$ cat config.mk
export PLATFORM = sky130hd
export DESIGN_NAME = rli_recloser_inputs
export DESIGN_NICKNAME = d
export VERILOG_FILES = /design/src/pkg/rli_pkg.sv /design/src/design/rli_recloser_inputs.sv
export SDC_FILE = /design/constraint.sdc
export NUM_CORES = 1
export LEC_CHECK = 0
export BUFFER_PORTS_ARGS = -buffer_cell sky130_fd_sc_hd__clkbuf_2
export CORE_MARGIN = 3
export CORE_UTILIZATION = 49
export DETAILED_ROUTE_END_ITERATION = 10
export HOLD_SLACK_MARGIN = 0.06
export PLACE_DENSITY = 0.78
export SETUP_SLACK_MARGIN = 0.4
export SLEW_MARGIN = 40
export SYNTH_ARGS = -nofsm -noshare
export SYNTH_HDL_FRONTEND = slang
export SYNTH_SLANG_ARGS = --single-unit
$ cat constraint.sdc
create_clock -name pclk -period 2.64 [get_ports pclk]
set_input_delay 0.264 -clock pclk [delete_from_list [all_inputs] [get_ports pclk]]
set_output_delay 0.264 -clock pclk [all_outputs]
set_load 0.005 [all_outputs]
$ cat src/pkg/rli_pkg.sv
package rli_pkg;

  localparam int unsigned RLI_ADDR_W = 8;
  localparam int unsigned RLI_TIMER_W = 16;
  localparam int unsigned RLI_STEP_W = 3;
  localparam int unsigned RLI_NUM_IN = 7;

  // Register byte offsets
  localparam logic [7:0] RLI_ADDR_ASSIGN = 8'h00;
  localparam logic [7:0] RLI_ADDR_OPEN_TIME = 8'h04;
  localparam logic [7:0] RLI_ADDR_RESET_TIME = 8'h08;
  localparam logic [7:0] RLI_ADDR_SHOTS = 8'h0c;
  localparam logic [7:0] RLI_ADDR_STATUS = 8'h10;
  localparam logic [7:0] RLI_ADDR_LOG = 8'h14;
  localparam logic [7:0] RLI_ADDR_TIMERS = 8'h18;

  // Reset values
  localparam logic [6:0] RLI_RST_ASSIGN = 7'h00;
  localparam logic [15:0] RLI_RST_OPEN_TIME = 16'h0064;
  localparam logic [15:0] RLI_RST_RESET_TIME = 16'h00c8;
  localparam logic [2:0] RLI_RST_SHOTS = 3'h3;

  // Level taken by an input that is not assigned: zone coord high
  localparam logic [6:0] RLI_DEFAULT_LEVELS = 7'h02;

  // Status and timer field positions
  localparam int unsigned RLI_ST_STATE_LSB = 0;
  localparam int unsigned RLI_ST_STEP_LSB = 4;
  localparam int unsigned RLI_ST_OUT_BIT = 8;
  localparam int unsigned RLI_ST_ZSC_BIT = 9;
  localparam int unsigned RLI_ST_LOCK_BIT = 10;
  localparam int unsigned RLI_ST_IN_LSB = 16;
  localparam int unsigned RLI_TM_RESET_LSB = 16;

  typedef struct packed {
    logic trip_reclose_request;
    logic reclose_inhibit;
    logic recloser_enable;
    logic single_shot_enable;
    logic multi_shot_enable;
    logic zone_coord_enable;
    logic spring_charge_monitor;
  } rli_inputs_t;

  typedef enum logic [2:0] {
    RLI_IDLE  = 3'h0,
    RLI_TRIP  = 3'h1,
    RLI_OPEN  = 3'h3,
    RLI_CLOSE = 3'h2,
    RLI_RESET = 3'h6,
    RLI_LOCK  = 3'h7
  } rli_state_t;

endpackage

$ cat src/design/rli_recloser_inputs.sv
// Design decisions made here: the register addresses and the APB register port.
`timescale 1ns/1ns
// Summary of operation
// RULE_01: A high trip-reclose request trips the breaker, then starts reclosing.
// RULE_02: A held request keeps tripping and reclosing through successive steps.
// RULE_03: One request pulse gives exactly one trip and reclose.
// RULE_04: An unassigned trip-reclose request reads as low.
// RULE_05: A high reclose inhibit freezes the open timer.
// RULE_06: After inhibit drops, the open timer resumes from its held value.
// RULE_07: Inhibit never affects the reset timer.
// RULE_08: An unassigned reclose inhibit reads as low.
// RULE_09: Recloser works when its enable is high, stops when low.
// RULE_10: A disabled recloser lights the recloser-out indicator.
// RULE_11: An unassigned recloser enable reads as low.
// RULE_12: Single-shot enable plus an external opening gives one reclose.
// RULE_13: An unassigned single-shot enable reads as low.
// RULE_14: Multi-shot enable plus an external opening runs a stepped sequence.
// RULE_15: An unassigned multi-shot enable reads as low.
// RULE_16: Zone coordination follows its enable, which defaults high unassigned.
// RULE_17: A high spring-charge monitor logs a spring-charging event.
// RULE_18: Spring monitor acts only with breaker open; unassigned it reads low.
// RULE_19: Enable loss halts a sequence; return restarts at the first step.
// RULE_20: Shot enables are sampled only when a breaker opening is detected.
// RULE_21: Inputs are synchronised; the request is edge and level tracked.
module rli_recloser_inputs
  import rli_pkg::*;
#(
  parameter int unsigned TW = RLI_TIMER_W
) (
  input wire logic pclk,
  input wire logic presetn,
  input wire logic [RLI_ADDR_W-1:0] paddr,
  input wire logic psel,
  input wire logic penable,
  input wire logic pwrite,
  input wire logic [31:0] pwdata,
  output logic [31:0] prdata,
  output logic pready,
  output logic pslverr,
  input wire logic trip_reclose_request,
  input wire logic reclose_inhibit,
  input wire logic recloser_enable_input,
  input wire logic single_shot_enable,
  input wire logic multi_shot_enable,
  input wire logic zone_coord_enable,
  input wire logic spring_charge_monitor,
  input wire logic breaker_open,
  output logic breaker_trip,
  output logic breaker_close,
  output logic recloser_out_led,
  output logic zone_coord_active,
  output logic spring_event,
  output logic lockout,
  output logic [RLI_STEP_W-1:0] recloser_step
);

  ////////////////////////////////////////////////////////////////////////
  logic [6:0] assign_ff;
  logic [TW-1:0] open_time_ff, reset_time_ff, open_cnt_ff, rst_cnt_ff;
  logic [RLI_STEP_W-1:0] shots_ff, step_ff, nxt_step;
  logic [15:0] log_cnt_ff;
  logic [31:0] prdata_ff, nxt_prdata;
  logic pready_ff, pslverr_ff, nxt_pslverr, wr_en;

  rli_inputs_t in_raw, in_eff, sync1_ff, sync2_ff, prev_ff;
  logic brk1_ff, brk2_ff, brk_prev_ff;
  rli_state_t state_ff, nxt_state;
  logic single_ff, nxt_single;

  logic trip_ff, close_ff, out_led_ff, zone_ff, spring_ff, lock_ff;
  logic scc_act_prev_ff;
  logic en, trip_reclose_request_rise, brk_rise, brk_fall, ext_open;
  logic open_done, rst_done, last_step, scc_act;

  ////////////////////////////////////////////////////////////////////////
  assign in_raw = '{trip_reclose_request, reclose_inhibit,
                    recloser_enable_input, single_shot_enable,
                    multi_shot_enable, zone_coord_enable,
                    spring_charge_monitor};

  // Unassigned inputs take their fixed level instead of the pin
  genvar gi;
  generate
    for (gi = 0; gi < RLI_NUM_IN; gi++) begin : g_in
      // RULE_04 RULE_08 RULE_11 RULE_13 RULE_15 RULE_16 RULE_18
      assign in_eff[gi] = assign_ff[gi] ? in_raw[gi] : RLI_DEFAULT_LEVELS[gi];
      always_ff @(posedge pclk or negedge presetn) begin
        if (!presetn) begin
          sync1_ff[gi] <= RLI_DEFAULT_LEVELS[gi];
          sync2_ff[gi] <= RLI_DEFAULT_LEVELS[gi];
          prev_ff[gi] <= RLI_DEFAULT_LEVELS[gi];
        end else begin
          sync1_ff[gi] <= in_eff[gi]; // RULE_21
          sync2_ff[gi] <= sync1_ff[gi];
          prev_ff[gi] <= sync2_ff[gi];
        end
      end
    end
  endgenerate

  always_ff @(posedge pclk or negedge presetn) begin
    if (!presetn) begin
      brk1_ff <= 1'h0;
      brk2_ff <= 1'h0;
      brk_prev_ff <= 1'h0;
    end else begin
      brk1_ff <= breaker_open;
      brk2_ff <= brk1_ff;
      brk_prev_ff <= brk2_ff;
    end
  end

  assign en = sync2_ff.recloser_enable; // RULE_09
  // Edge gives the single operation, level keeps a held request going
  assign trip_reclose_request_rise = sync2_ff.trip_reclose_request &
                     ~prev_ff.trip_reclose_request; // RULE_21
  assign brk_rise = brk2_ff & ~brk_prev_ff;
  assign brk_fall = ~brk2_ff & brk_prev_ff;
  // Only an opening we did not command counts as external
  assign ext_open = brk_rise &
                    (state_ff == RLI_IDLE || state_ff == RLI_RESET);
  assign open_done = open_cnt_ff >= open_time_ff;
  assign rst_done = rst_cnt_ff >= reset_time_ff;
  assign last_step = (step_ff + 3'h1) >= shots_ff;

  ////////////////////////////////////////////////////////////////////////
  always_comb begin
    nxt_state = state_ff;
    nxt_step = step_ff;
    nxt_single = single_ff;
    unique case (state_ff)
      RLI_IDLE: begin
        nxt_step = 3'h0;
        if (trip_reclose_request_rise) begin
          nxt_state = RLI_TRIP; // RULE_01 RULE_03
          nxt_single = 1'h0;
        end else if (ext_open) begin
          // Shot enables looked at only here
          if (sync2_ff.multi_shot_enable) begin
            nxt_state = RLI_OPEN; // RULE_14 RULE_20
            nxt_single = 1'h0;
          end else if (sync2_ff.single_shot_enable) begin
            nxt_state = RLI_OPEN; // RULE_12 RULE_20
            nxt_single = 1'h1;
          end
        end
      end
      RLI_TRIP: begin
        if (brk2_ff) begin
          nxt_state = (step_ff >= shots_ff) ? RLI_LOCK : RLI_OPEN;
        end
      end
      RLI_OPEN: begin
        // No reclose while inhibited, even if the timer has already expired
        if (open_done && !sync2_ff.reclose_inhibit) begin // RULE_05
          nxt_state = RLI_CLOSE;
        end
      end
      RLI_CLOSE: begin
        if (!brk2_ff) begin
          nxt_state = RLI_RESET;
        end
      end
      RLI_RESET: begin
        if (rst_done) begin
          nxt_state = RLI_IDLE;
        end else if (ext_open) begin
          nxt_state = (single_ff || last_step) ? RLI_LOCK : RLI_OPEN;
          nxt_step = step_ff + 3'h1; // RULE_14
        end else if (sync2_ff.trip_reclose_request) begin
          nxt_state = RLI_TRIP; // RULE_02
          nxt_step = step_ff + 3'h1;
        end
      end
      RLI_LOCK: begin
        // Leaves when the breaker is closed by hand, or when the recloser enable drops
        if (brk_fall) begin
          nxt_state = RLI_IDLE;
        end
      end
      default: begin
        nxt_state = RLI_IDLE;
      end
    endcase
    if (!en) begin
      nxt_state = RLI_IDLE; // RULE_09 RULE_19
      nxt_step = 3'h0;
    end
  end

  always_ff @(posedge pclk or negedge presetn) begin
    if (!presetn) begin
      state_ff <= RLI_IDLE;
      step_ff <= 3'h0;
      single_ff <= 1'h0;
    end else begin
      state_ff <= nxt_state;
      step_ff <= nxt_step;
      single_ff <= nxt_single;
    end
  end

  // Open timer: held, not cleared, while inhibited
  always_ff @(posedge pclk or negedge presetn) begin
    if (!presetn) begin
      open_cnt_ff <= '0;
    end else if (nxt_state != RLI_OPEN) begin
      open_cnt_ff <= '0;
    end else if (state_ff == RLI_OPEN && !sync2_ff.reclose_inhibit) begin
      open_cnt_ff <= open_cnt_ff + TW'(1); // RULE_05 RULE_06
    end
  end

  // Reset timer ignores the inhibit input
  always_ff @(posedge pclk or negedge presetn) begin
    if (!presetn) begin
      rst_cnt_ff <= '0;
    end else if (nxt_state != RLI_RESET || state_ff != RLI_RESET) begin
      rst_cnt_ff <= '0;
    end else begin
      rst_cnt_ff <= rst_cnt_ff + TW'(1); // RULE_07
    end
  end

  ////////////////////////////////////////////////////////////////////////
  assign scc_act = sync2_ff.spring_charge_monitor & brk2_ff; // RULE_18

  always_ff @(posedge pclk or negedge presetn) begin
    if (!presetn) begin
      trip_ff <= 1'h0;
      close_ff <= 1'h0;
      out_led_ff <= 1'h1;
      zone_ff <= 1'h1;
      spring_ff <= 1'h0;
      scc_act_prev_ff <= 1'h0;
      lock_ff <= 1'h0;
    end else begin
      trip_ff <= nxt_state == RLI_TRIP; // RULE_01
      close_ff <= nxt_state == RLI_CLOSE;
      out_led_ff <= ~en; // RULE_10
      zone_ff <= sync2_ff.zone_coord_enable; // RULE_16
      spring_ff <= scc_act & ~scc_act_prev_ff; // RULE_17
      scc_act_prev_ff <= scc_act;
      lock_ff <= nxt_state == RLI_LOCK;
    end
  end

  assign breaker_trip = trip_ff;
  assign breaker_close = close_ff;
  assign recloser_out_led = out_led_ff;
  assign zone_coord_active = zone_ff;
  assign spring_event = spring_ff;
  assign lockout = lock_ff;
  assign recloser_step = step_ff;

  ////////////////////////////////////////////////////////////////////////
  // APB: no wait states; every answer comes from a flop loaded in the setup phase
  assign wr_en = psel & penable & pready_ff & pwrite;

  always_comb begin
    nxt_prdata = 32'h0;
    nxt_pslverr = 1'h0;
    unique case (paddr)
      RLI_ADDR_ASSIGN: nxt_prdata[6:0] = assign_ff;
      RLI_ADDR_OPEN_TIME: nxt_prdata[TW-1:0] = open_time_ff;
      RLI_ADDR_RESET_TIME: nxt_prdata[TW-1:0] = reset_time_ff;
      RLI_ADDR_SHOTS: nxt_prdata[RLI_STEP_W-1:0] = shots_ff;
      RLI_ADDR_STATUS: begin
        nxt_prdata[RLI_ST_STATE_LSB +: 3] = state_ff;
        nxt_prdata[RLI_ST_STEP_LSB +: RLI_STEP_W] = step_ff;
        nxt_prdata[RLI_ST_OUT_BIT] = out_led_ff;
        nxt_prdata[RLI_ST_ZSC_BIT] = zone_ff;
        nxt_prdata[RLI_ST_LOCK_BIT] = lock_ff;
        nxt_prdata[RLI_ST_IN_LSB +: RLI_NUM_IN] = sync2_ff;
      end
      RLI_ADDR_LOG: nxt_prdata[15:0] = log_cnt_ff;
      RLI_ADDR_TIMERS: begin
        nxt_prdata[TW-1:0] = open_cnt_ff;
        nxt_prdata[RLI_TM_RESET_LSB +: TW] = rst_cnt_ff;
      end
      default: nxt_pslverr = 1'h1;
    endcase
  end

  always_ff @(posedge pclk or negedge presetn) begin
    if (!presetn) begin
      pready_ff <= 1'h0;
      pslverr_ff <= 1'h0;
      prdata_ff <= 32'h0;
    end else begin
      pready_ff <= psel & ~penable;
      if (psel && !penable) begin
        prdata_ff <= pwrite ? 32'h0 : nxt_prdata;
        pslverr_ff <= nxt_pslverr;
      end else begin
        pslverr_ff <= 1'h0;
      end
    end
  end

  assign prdata = prdata_ff;
  assign pready = pready_ff;
  assign pslverr = pslverr_ff;

  always_ff @(posedge pclk or negedge presetn) begin
    if (!presetn) begin
      assign_ff <= RLI_RST_ASSIGN;
      open_time_ff <= TW'(RLI_RST_OPEN_TIME);
      reset_time_ff <= TW'(RLI_RST_RESET_TIME);
      shots_ff <= RLI_RST_SHOTS;
    end else if (wr_en) begin
      if (paddr == RLI_ADDR_ASSIGN) assign_ff <= pwdata[6:0];
      if (paddr == RLI_ADDR_OPEN_TIME) open_time_ff <= pwdata[TW-1:0];
      if (paddr == RLI_ADDR_RESET_TIME) reset_time_ff <= pwdata[TW-1:0];
      if (paddr == RLI_ADDR_SHOTS) shots_ff <= pwdata[RLI_STEP_W-1:0];
    end
  end

  // Spring log: a write to the log register clears it, but a same-cycle event still counts
  always_ff @(posedge pclk or negedge presetn) begin
    if (!presetn) begin
      log_cnt_ff <= 16'h0;
    end else if (wr_en && paddr == RLI_ADDR_LOG) begin
      log_cnt_ff <= {15'h0, spring_ff};
    end else if (spring_ff) begin
      log_cnt_ff <= log_cnt_ff + 16'h1; // RULE_17
    end
  end
endmodule

==> impl_metrics.json, run 1 <==
{
  "slew_headroom": 0.5213,
  "worst_ep_required_time_ns": 2.96,
  "drt_iter0_drc": 744,
  "ant_nets": 0,
  "synth_adder_area_share": 0.06497,
  "finalSetupViolCount": 0,
  "port_buffers": 79,
  "synth_area_per_cell_um2": 10.49,
  "grt_max_degree": 71,
  "power_density_nw_per_um2": 494.5,
  "clock_sinks": 156,
  "final_cells": 1140,
  "gp_congestion": 0.9482,
  "n_fill_cell": 1212,
  "yosys.area_share.simple": 0.1765,
  "antenna_found_initial": 0,
  "dr.pass1.iters": 8,
  "cts_tree": "yes",
  "fin_crit_ns": 2.594,
  "yosys-mux-area-fraction": 0.07889,
  "hp-class": "in2reg",
  "grt-ovfl-total": 0,
  "die-height_um": 134.5,
  "total_power_mw": 5.087,
  "final-hold-violation-count": 0,
  "grt_pass1_vias": 6538,
  "core_area_um2": 16000,
  "drt-total-wl_mm": 23.30,
  "io_pins": 96,
  "cp.arrival_ns": 2.91,
  "cp_top_family": "simple AND/OR/NAND/NOR gates",
  "critPathBufInv": 3,
  "area_delta_synth_final_pct": 27.16,
  "place_hpwl_mm": 15.52,
  "fin_nets": 1007,
  "clock_path_buffers": 2,
  "synth_top_area_cell": "dfrtp_1",
  "rows": 46,
  "synth_top_family_by_area": "simple AND/OR/NAND/NOR gates",
  "grt_use_total": 0.2534,
  "seq_area_frac_synth": 0.4845,
  "cpMaxStageDelayCell": "or4_4",
  "post_drt_wl_per_cell_um": 20.44,
  "synth_fp_nets": 866,
  "cts-root-buf": "clkbuf_16",
  "h-tree-depth": 4,
  "async_flop_share": 1.000,
  "synth.distinct_cells": 61,
  "total_leakage_power_nw": 4.761,
  "worst_pin_slew_ns": 0.7181,
  "status": "finished clean",
  "syn_inst": 771,
  "routed_via_density": 5.975,
  "critPathMaxStageDelay_ns": 0.45,
  "yosysWarningCount": 0,
  "worstSetupPathType": "reg2reg",
  "start_kind": "flip-flop",
  "synthDominantCellAreaShare": 0.4455,
  "max_freq_ghz": 0.3855,
  "fin_crit_sh": 0.9826,
  "n_antenna_cell": 0,
  "clk_pin_slew_worst_paths_ns": 0.06,
  "post-route-util": 0.6429,
  "fp.dieArea_um2": 18090,
  "peakVddDrop_mv": 0.4958,
  "endpoint_kind": "flip-flop",
  "die_x_um": 134.5,
  "crit_chain": "inv_1, ha_1, a21oi_1, nor3_1, or4_4, buf_4, nor2_4, a31oi_4, buf_8, nor4_1",
  "synthTopCellsByArea": "dfrtp_1 (45%), ha_1 (6.5%), dfstp_2 (3.9%)",
  "synth_edf_count": 0,
  "cts-buffers-inserted": 17,
  "maxCapViolCount": 0,
  "drc": 0,
  "ys.flop_type": "dfrtp_1",
  "start_util": 0.5056,
  "synth-compound-area-share": 0.1049,
  "rsz0062_at_grt": "true",
  "finalClockSkew_ns": 0.007191,
  "clock_latency_ns": 0.43,
  "grt_pass1_wl_mm": 35.42,
  "path_max_fanout": 9,
  "synth_area_um2": 8089,
  "vias": 6812,
  "r2r_setup_slack_ns": 0.05,
  "synth_xor_area_frac": 0.04872,
  "drive_above_1_share": 0.3009,
  "maxSlewViolCount": 0,
  "setup_tns_ns": 0,
  "ys_ff_latch": 156,
  "dp.cells": 1079
}
Yosys cell counts, types with 11 or more instances:
master / count
a21oi_1: 12
a22o_1: 16
and3_1: 12
clkbuf_1: 12
dfrtp_1: 144
dfstp_2: 12
ha_1: 42
inv_1: 45
mux2_2: 28
mux2i_1: 21
nand2_1: 74
nand3_1: 26
nand4_1: 15
nor2_1: 51
nor3_1: 20
nor3_2: 11
nor4_1: 18
o21ai_0: 48
xnor2_1: 15
xor2_1: 30
metrics by stage:
stage | setup slack, ns | hold WS [ns] | instance area [um^2]
floorplan | 0.3209 | -0.03159 | 8113
global placement | 0.2037 | 0.3213 | 8999
detailed placement | 0.09521 | 0.3178 | 8999
CTS | 0.2189 | 0.06055 | 10120
global route | 0.01051 | 0.08410 | 10290
finish | 0.04606 | 0.07317 | 10290
flip-flops by register name (all words and copies together) (netlist names), 6 cells and up:
signal         cells
prdata            32
sync1_ff           7
open_time_ff      16
reset_time_ff     16
log_cnt_ff        16
open_cnt_ff       16
rst_cnt_ff        16
assign_ff          7
sync2_ff           6
cells by family (layout without fill, tap and decap cells):
family,count (synthesis),in the layout
flops,156,156
compound gates,127,127
mux,54,54
xor+xnor,45,45
fa+ha+maj,42,42
simple gates,270,270
buf+inv,77,230
cell usage in the layout, fill, tap and decap left out, types with 4 or more instances in the layout:
cell type,Yosys,routed
a211oi_1,4,4
a21oi_1,12,11
a221oi_1,7,7
a22o_1,16,16
a22oi_1,9,9
a32oi_1,4,4
and2_1,9,9
and3_1,12,11
buf_12,0,4
buf_4,0,53
clkbuf_16,0,17
clkbuf_2,0,78
dfrtp_1,144,144
dfstp_2,12,12
dlygate4sd3_1,0,10
ha_1,42,38
ha_4,0,4
inv_1,45,40
inv_2,1,6
mux2_2,28,28
mux2i_1,21,21
mux4_2,5,5
nand2_1,74,73
nand2b_1,9,9
nand3_1,26,25
nand4_1,15,15
nor2_1,51,49
nor2b_1,10,10
nor3_1,20,13
nor3_2,11,8
nor3_4,1,11
nor4_1,18,6
nor4_2,0,4
nor4_4,1,9
o21ai_0,48,48
o21ai_1,5,4
xnor2_1,15,15
xor2_1,30,30
worst paths after layout:
path | end | from | cells past startpoint
worst max-delay path | rst_cnt_ff[14] | reset_time_ff[9] | 10
worst min-delay path | open_time_ff[8] | pwdata[8] | 3
worst max register to register | rst_cnt_ff[14] | reset_time_ff[9] | 10
worst min register to register | sync2_ff[0] | sync1_ff[0] | 0
max in group asynchronous | shots_ff[0] | presetn | 3
min in group asynchronous | log_cnt_ff[13] | presetn | 2
layer usage:
layer	vias up	global-route usage	wire [um]
li1	3036	-	-
met1	3326	0.3428	9497
met2	371	0.3978	10920
met3	79	0.05700	2017
met4	0	0.1052	869
met5	-	0	0
tightest hold or removal path, stage by stage:
cell,delay [ns]
clkbuf_2,0.11
nand2_1,0.04
o21ai_0,0.06
layout make-up:
class                   count  area, um^2  share of cell area
repair buffers            152        1104              0.1073
clock inverters            11       145.1             0.01411
clock buffers              20       436.7             0.04245
inverters                  47       181.4             0.01764
multi-input cells         538        4230              0.4113
flip-flops and latches    156        3919              0.3810
well taps                 216       270.3             0.02627
repair_timing:
action,in CTS,in global routing
hold buffers,10,0
gates cloned,5,0
endpoints found under the hold margin,69,0
setup buffers,13,2
resized for setup,48,21
endpoints found under the setup margin,40,41
pin swaps,14,5
where the power goes:
group | switching [mW] | internal [mW] | total, mW
clock network | 0.977 | 1.48 | 2.46
registers | 0.00999 | 2.40 | 2.41
logic | 0.141 | 0.0759 | 0.217
Note: power is estimated with default switching activity, not from simulation.
==> run 2, diff against run 1 <==
- ABC_AREA: default -> 1
==> run 2 against run 1 <==
First-iteration DRC count decreased by 25%. Via count increased by 3.7%. Non-clock buffer count decreased by 34. Critical path type unchanged. Sequential share of layout area increased by 1.6 points. Core utilization decreased by 3.0 points. Count of clock-buffer cells in the layout unchanged. Worst hold slack improved by 0.012 ns. Die area increased by 1.3%. Cell area decreased by 4.0%. Clock skew decreased by 0.00065 ns. Critical endpoint is now rst_cnt_ff[2]. Fmax increased by 16%.
==> impl_metrics.json, run 2 <==
{
  "n_fill_cell": 1283,
  "fin_nets": 1152,
  "fin_crit_sh": 0.8454,
  "r2r_start": "rst_cnt_ff[15]",
  "gp_congestion": 0.9434,
  "max_freq_ghz": 0.4480,
  "antenna_found_initial": 0,
  "synth_area_per_cell_um2": 8.711,
  "yosysWarningCount": 0,
  "rows": 46,
  "r2r_setup_slack_ns": 0.41,
  "finalSetupViolCount": 0,
  "start_util": 0.5086,
  "hold_start": "pwdata[7]",
  "synth.distinct_cells": 49,
  "port_buffers": 79,
  "clk_pin_slew_worst_paths_ns": 0.06,
  "final-hold-violation-count": 0,
  "synthTopCellsByCount": "nand2_1 (203), inv_1 (145), dfrtp_1 (144)",
  "drt-total-wl_mm": 22.02,
  "synth_most_common_cell": "nand2_1",
  "async_flop_share": 1.000,
  "vias": 7061,
  "area_delta_synth_final_pct": 20.45,
  "reg2reg_to": "rst_cnt_ff[2]",
  "rsz0062_at_grt": "true",
  "finalClockSkew_ns": 0.006537,
  "dp.cells": 1230,
  "grt_pass1_wl_mm": 34.75,
  "drive_above_1_share": 0.2243,
  "seqCellArea_um2": 3923,
  "ys_ff_latch": 156,
  "routed_via_density": 5.491,
  "hp-class": "in2reg",
  "syn_inst": 941,
  "whs_endpoint": "reset_time_ff[7]",
  "grt_pass1_vias": 6831,
  "min_path_cells": 3,
  "die-height_um": 135.3,
  "cts-buffers-inserted": 17,
  "dr.pass1.iters": 5,
  "synth_top_area_cell": "dfrtp_1",
  "clock_sinks": 156,
  "synth_area_um2": 8197,
  "post_drt_wl_per_cell_um": 17.13,
  "cts-root-buf": "clkbuf_16",
  "synth_fp_nets": 1036,
  "slew_headroom": 0.5426,
  "worstSetupPathType": "reg2reg",
  "seq_area_frac_synth": 0.4781,
  "final_common_cell": "nand2_1",
  "synthTopCellsByArea": "dfrtp_1 (44%), nand2_1 (9.3%), inv_1 (6.6%)",
  "grt-ovfl-total": 0,
  "post-route-util": 0.6127,
  "endpoint_kind": "flip-flop",
  "synthDominantCellAreaShare": 0.4396,
  "ant_nets": 0,
  "largest_reg_flops": 32,
  "maxCapViolCount": 0,
  "total_leakage_power_nw": 4.804,
  "power_density_nw_per_um2": 512.6,
  "grt_use_total": 0.2430,
  "drt_iter0_drc": 559,
  "multi_input_area_um2": 3726,
  "die_x_um": 135.3,
  "h-tree-depth": 4,
  "cts_tree": "yes",
  "fin_crit_ns": 2.232,
  "worst_ep_required_time_ns": 3.01,
  "final_cells": 1286,
  "status": "finished clean",
  "maxSlewViolCount": 0,
  "final_cell_mix": "nand2_1 (199), dfrtp_1 (141), inv_1 (140), clkbuf_2 (78), o21ai_0 (75)",
  "fp.dieArea_um2": 18320,
  "path_max_fanout": 8,
  "io_pins": 96,
  "n_antenna_cell": 0,
  "reg2regPathDepth": 11,
  "core_area_um2": 16120,
  "clock_latency_ns": 0.44,
  "drc": 0,
  "start_kind": "flip-flop",
  "peakVddDrop_mv": 0.4505,
  "clock_path_buffers": 2,
  "grt_max_degree": 75,
  "cp.arrival_ns": 2.60,
  "ys.flop_type": "dfrtp_1",
  "place_hpwl_mm": 15.53,
  "worst_pin_slew_ns": 0.6861,
  "setup_tns_ns": 0,
  "synth_edf_count": 0
}
run 2: changes by cell type after synthesis, moves of 12 or more:
| cell | delta |
|---|---|
| and3_1 | -12 |
| inv_1 | +100 |
| mux2_2 | -28 |
| mux2i_1 | -21 |
| nand2_1 | +129 |
| nor2_2 | +15 |
| nor2_4 | +14 |
| nor4_1 | -13 |
| o21ai_0 | +28 |
| o22ai_1 | +16 |
| xnor2_1 | -13 |
run 2: area by class of cell:
type                       count  area share
clock buffer                  20     0.04727
clock inverter                12     0.01394
inverter                     154     0.05855
multi-input combinational    610      0.3774
sequential                   156      0.3973
tap                          216     0.02737
timing repair buffer         118     0.07819
run 2: per-stage QoR:
stage / cell area (um^2) / hold WS (ns) / power [mW] / setup slack, ns
5_1_grt: 9873 / 0.09185 / 5.206 / 0.3404
3_5_place_dp: 8887 / 0.3322 / 2.608 / 0.3034
4_1_cts: 9658 / 0.08299 / 5.077 / 0.3829
2_1_floorplan: 8197 / -0.03159 / 2.499 / 0.6051
6_report: 9873 / 0.08521 / 5.061 / 0.4081
3_3_place_gp: 8887 / 0.3266 / 2.605 / 0.3482
run 2: worst max-delay path by stage:
stage                          start        endpoint  depth (start not counted)
CTS                 reset_time_ff[3]  rst_cnt_ff[15]                         12
global placement    reset_time_ff[3]  rst_cnt_ff[15]                         14
detailed placement   open_cnt_ff[11]  rst_cnt_ff[15]                         11
floorplan           recloser_step[0]  open_cnt_ff[9]                         11
global route           rst_cnt_ff[0]   rst_cnt_ff[5]                         15
finish                rst_cnt_ff[15]   rst_cnt_ff[2]                         11
run 2: power by group:
group	total, mW	internal, mW	switching, mW
registers	2.41	2.40	0.00817
logic	0.169	0.0552	0.114
clock network	2.48	1.47	1.01
run 2: per-layer routing:
metal,wire [um],part of all wire,vias up,global-route usage
met4,840,0.038,0,0.1036
met2,10520,0.48,301,0.3908
met5,0,0,-,0
met3,1649,0.075,63,0.04866
met1,9014,0.41,3362,0.3221
li1,-,-,3335,-
run 2: cell families (layout without fill, tap and decap cells):
kind of cell	after synthesis	after routing	synth area share
and+or+nand+nor	372	373	0.2187
buffers and inverters	176	304	0.08442
AOI/OAI and AO/OA	168	168	0.1258
DFF	156	156	0.4781
adders and majority gates	42	42	0.06411
xor gates and xnor gates	27	27	0.02885
run 2: what timing repair did:
| action | 4_1_cts | 5_1_grt |
|---|---|---|
| cloned | 1 | 1 |
| gates resized for setup | 4 | 35 |
| setup buffers | 2 | 9 |
| endpoints found under the hold margin | 70 | 0 |
| pin swaps | 3 | 14 |
| setup endpoints to repair | 32 | 33 |
| hold buffers | 11 | 0 |
run 2: worst max-delay path, stage by stage (launching register included):
cell       delay [ns]
dfrtp_1          0.43
ha_1             0.33
a21oi_1          0.20
o21ai_2          0.08
a21oi_2          0.14
buf_6            0.15
nand3b_4         0.10
a21oi_4          0.21
buf_6            0.13
nand3_4          0.11
clkbuf_16        0.21
nor2_2           0.08
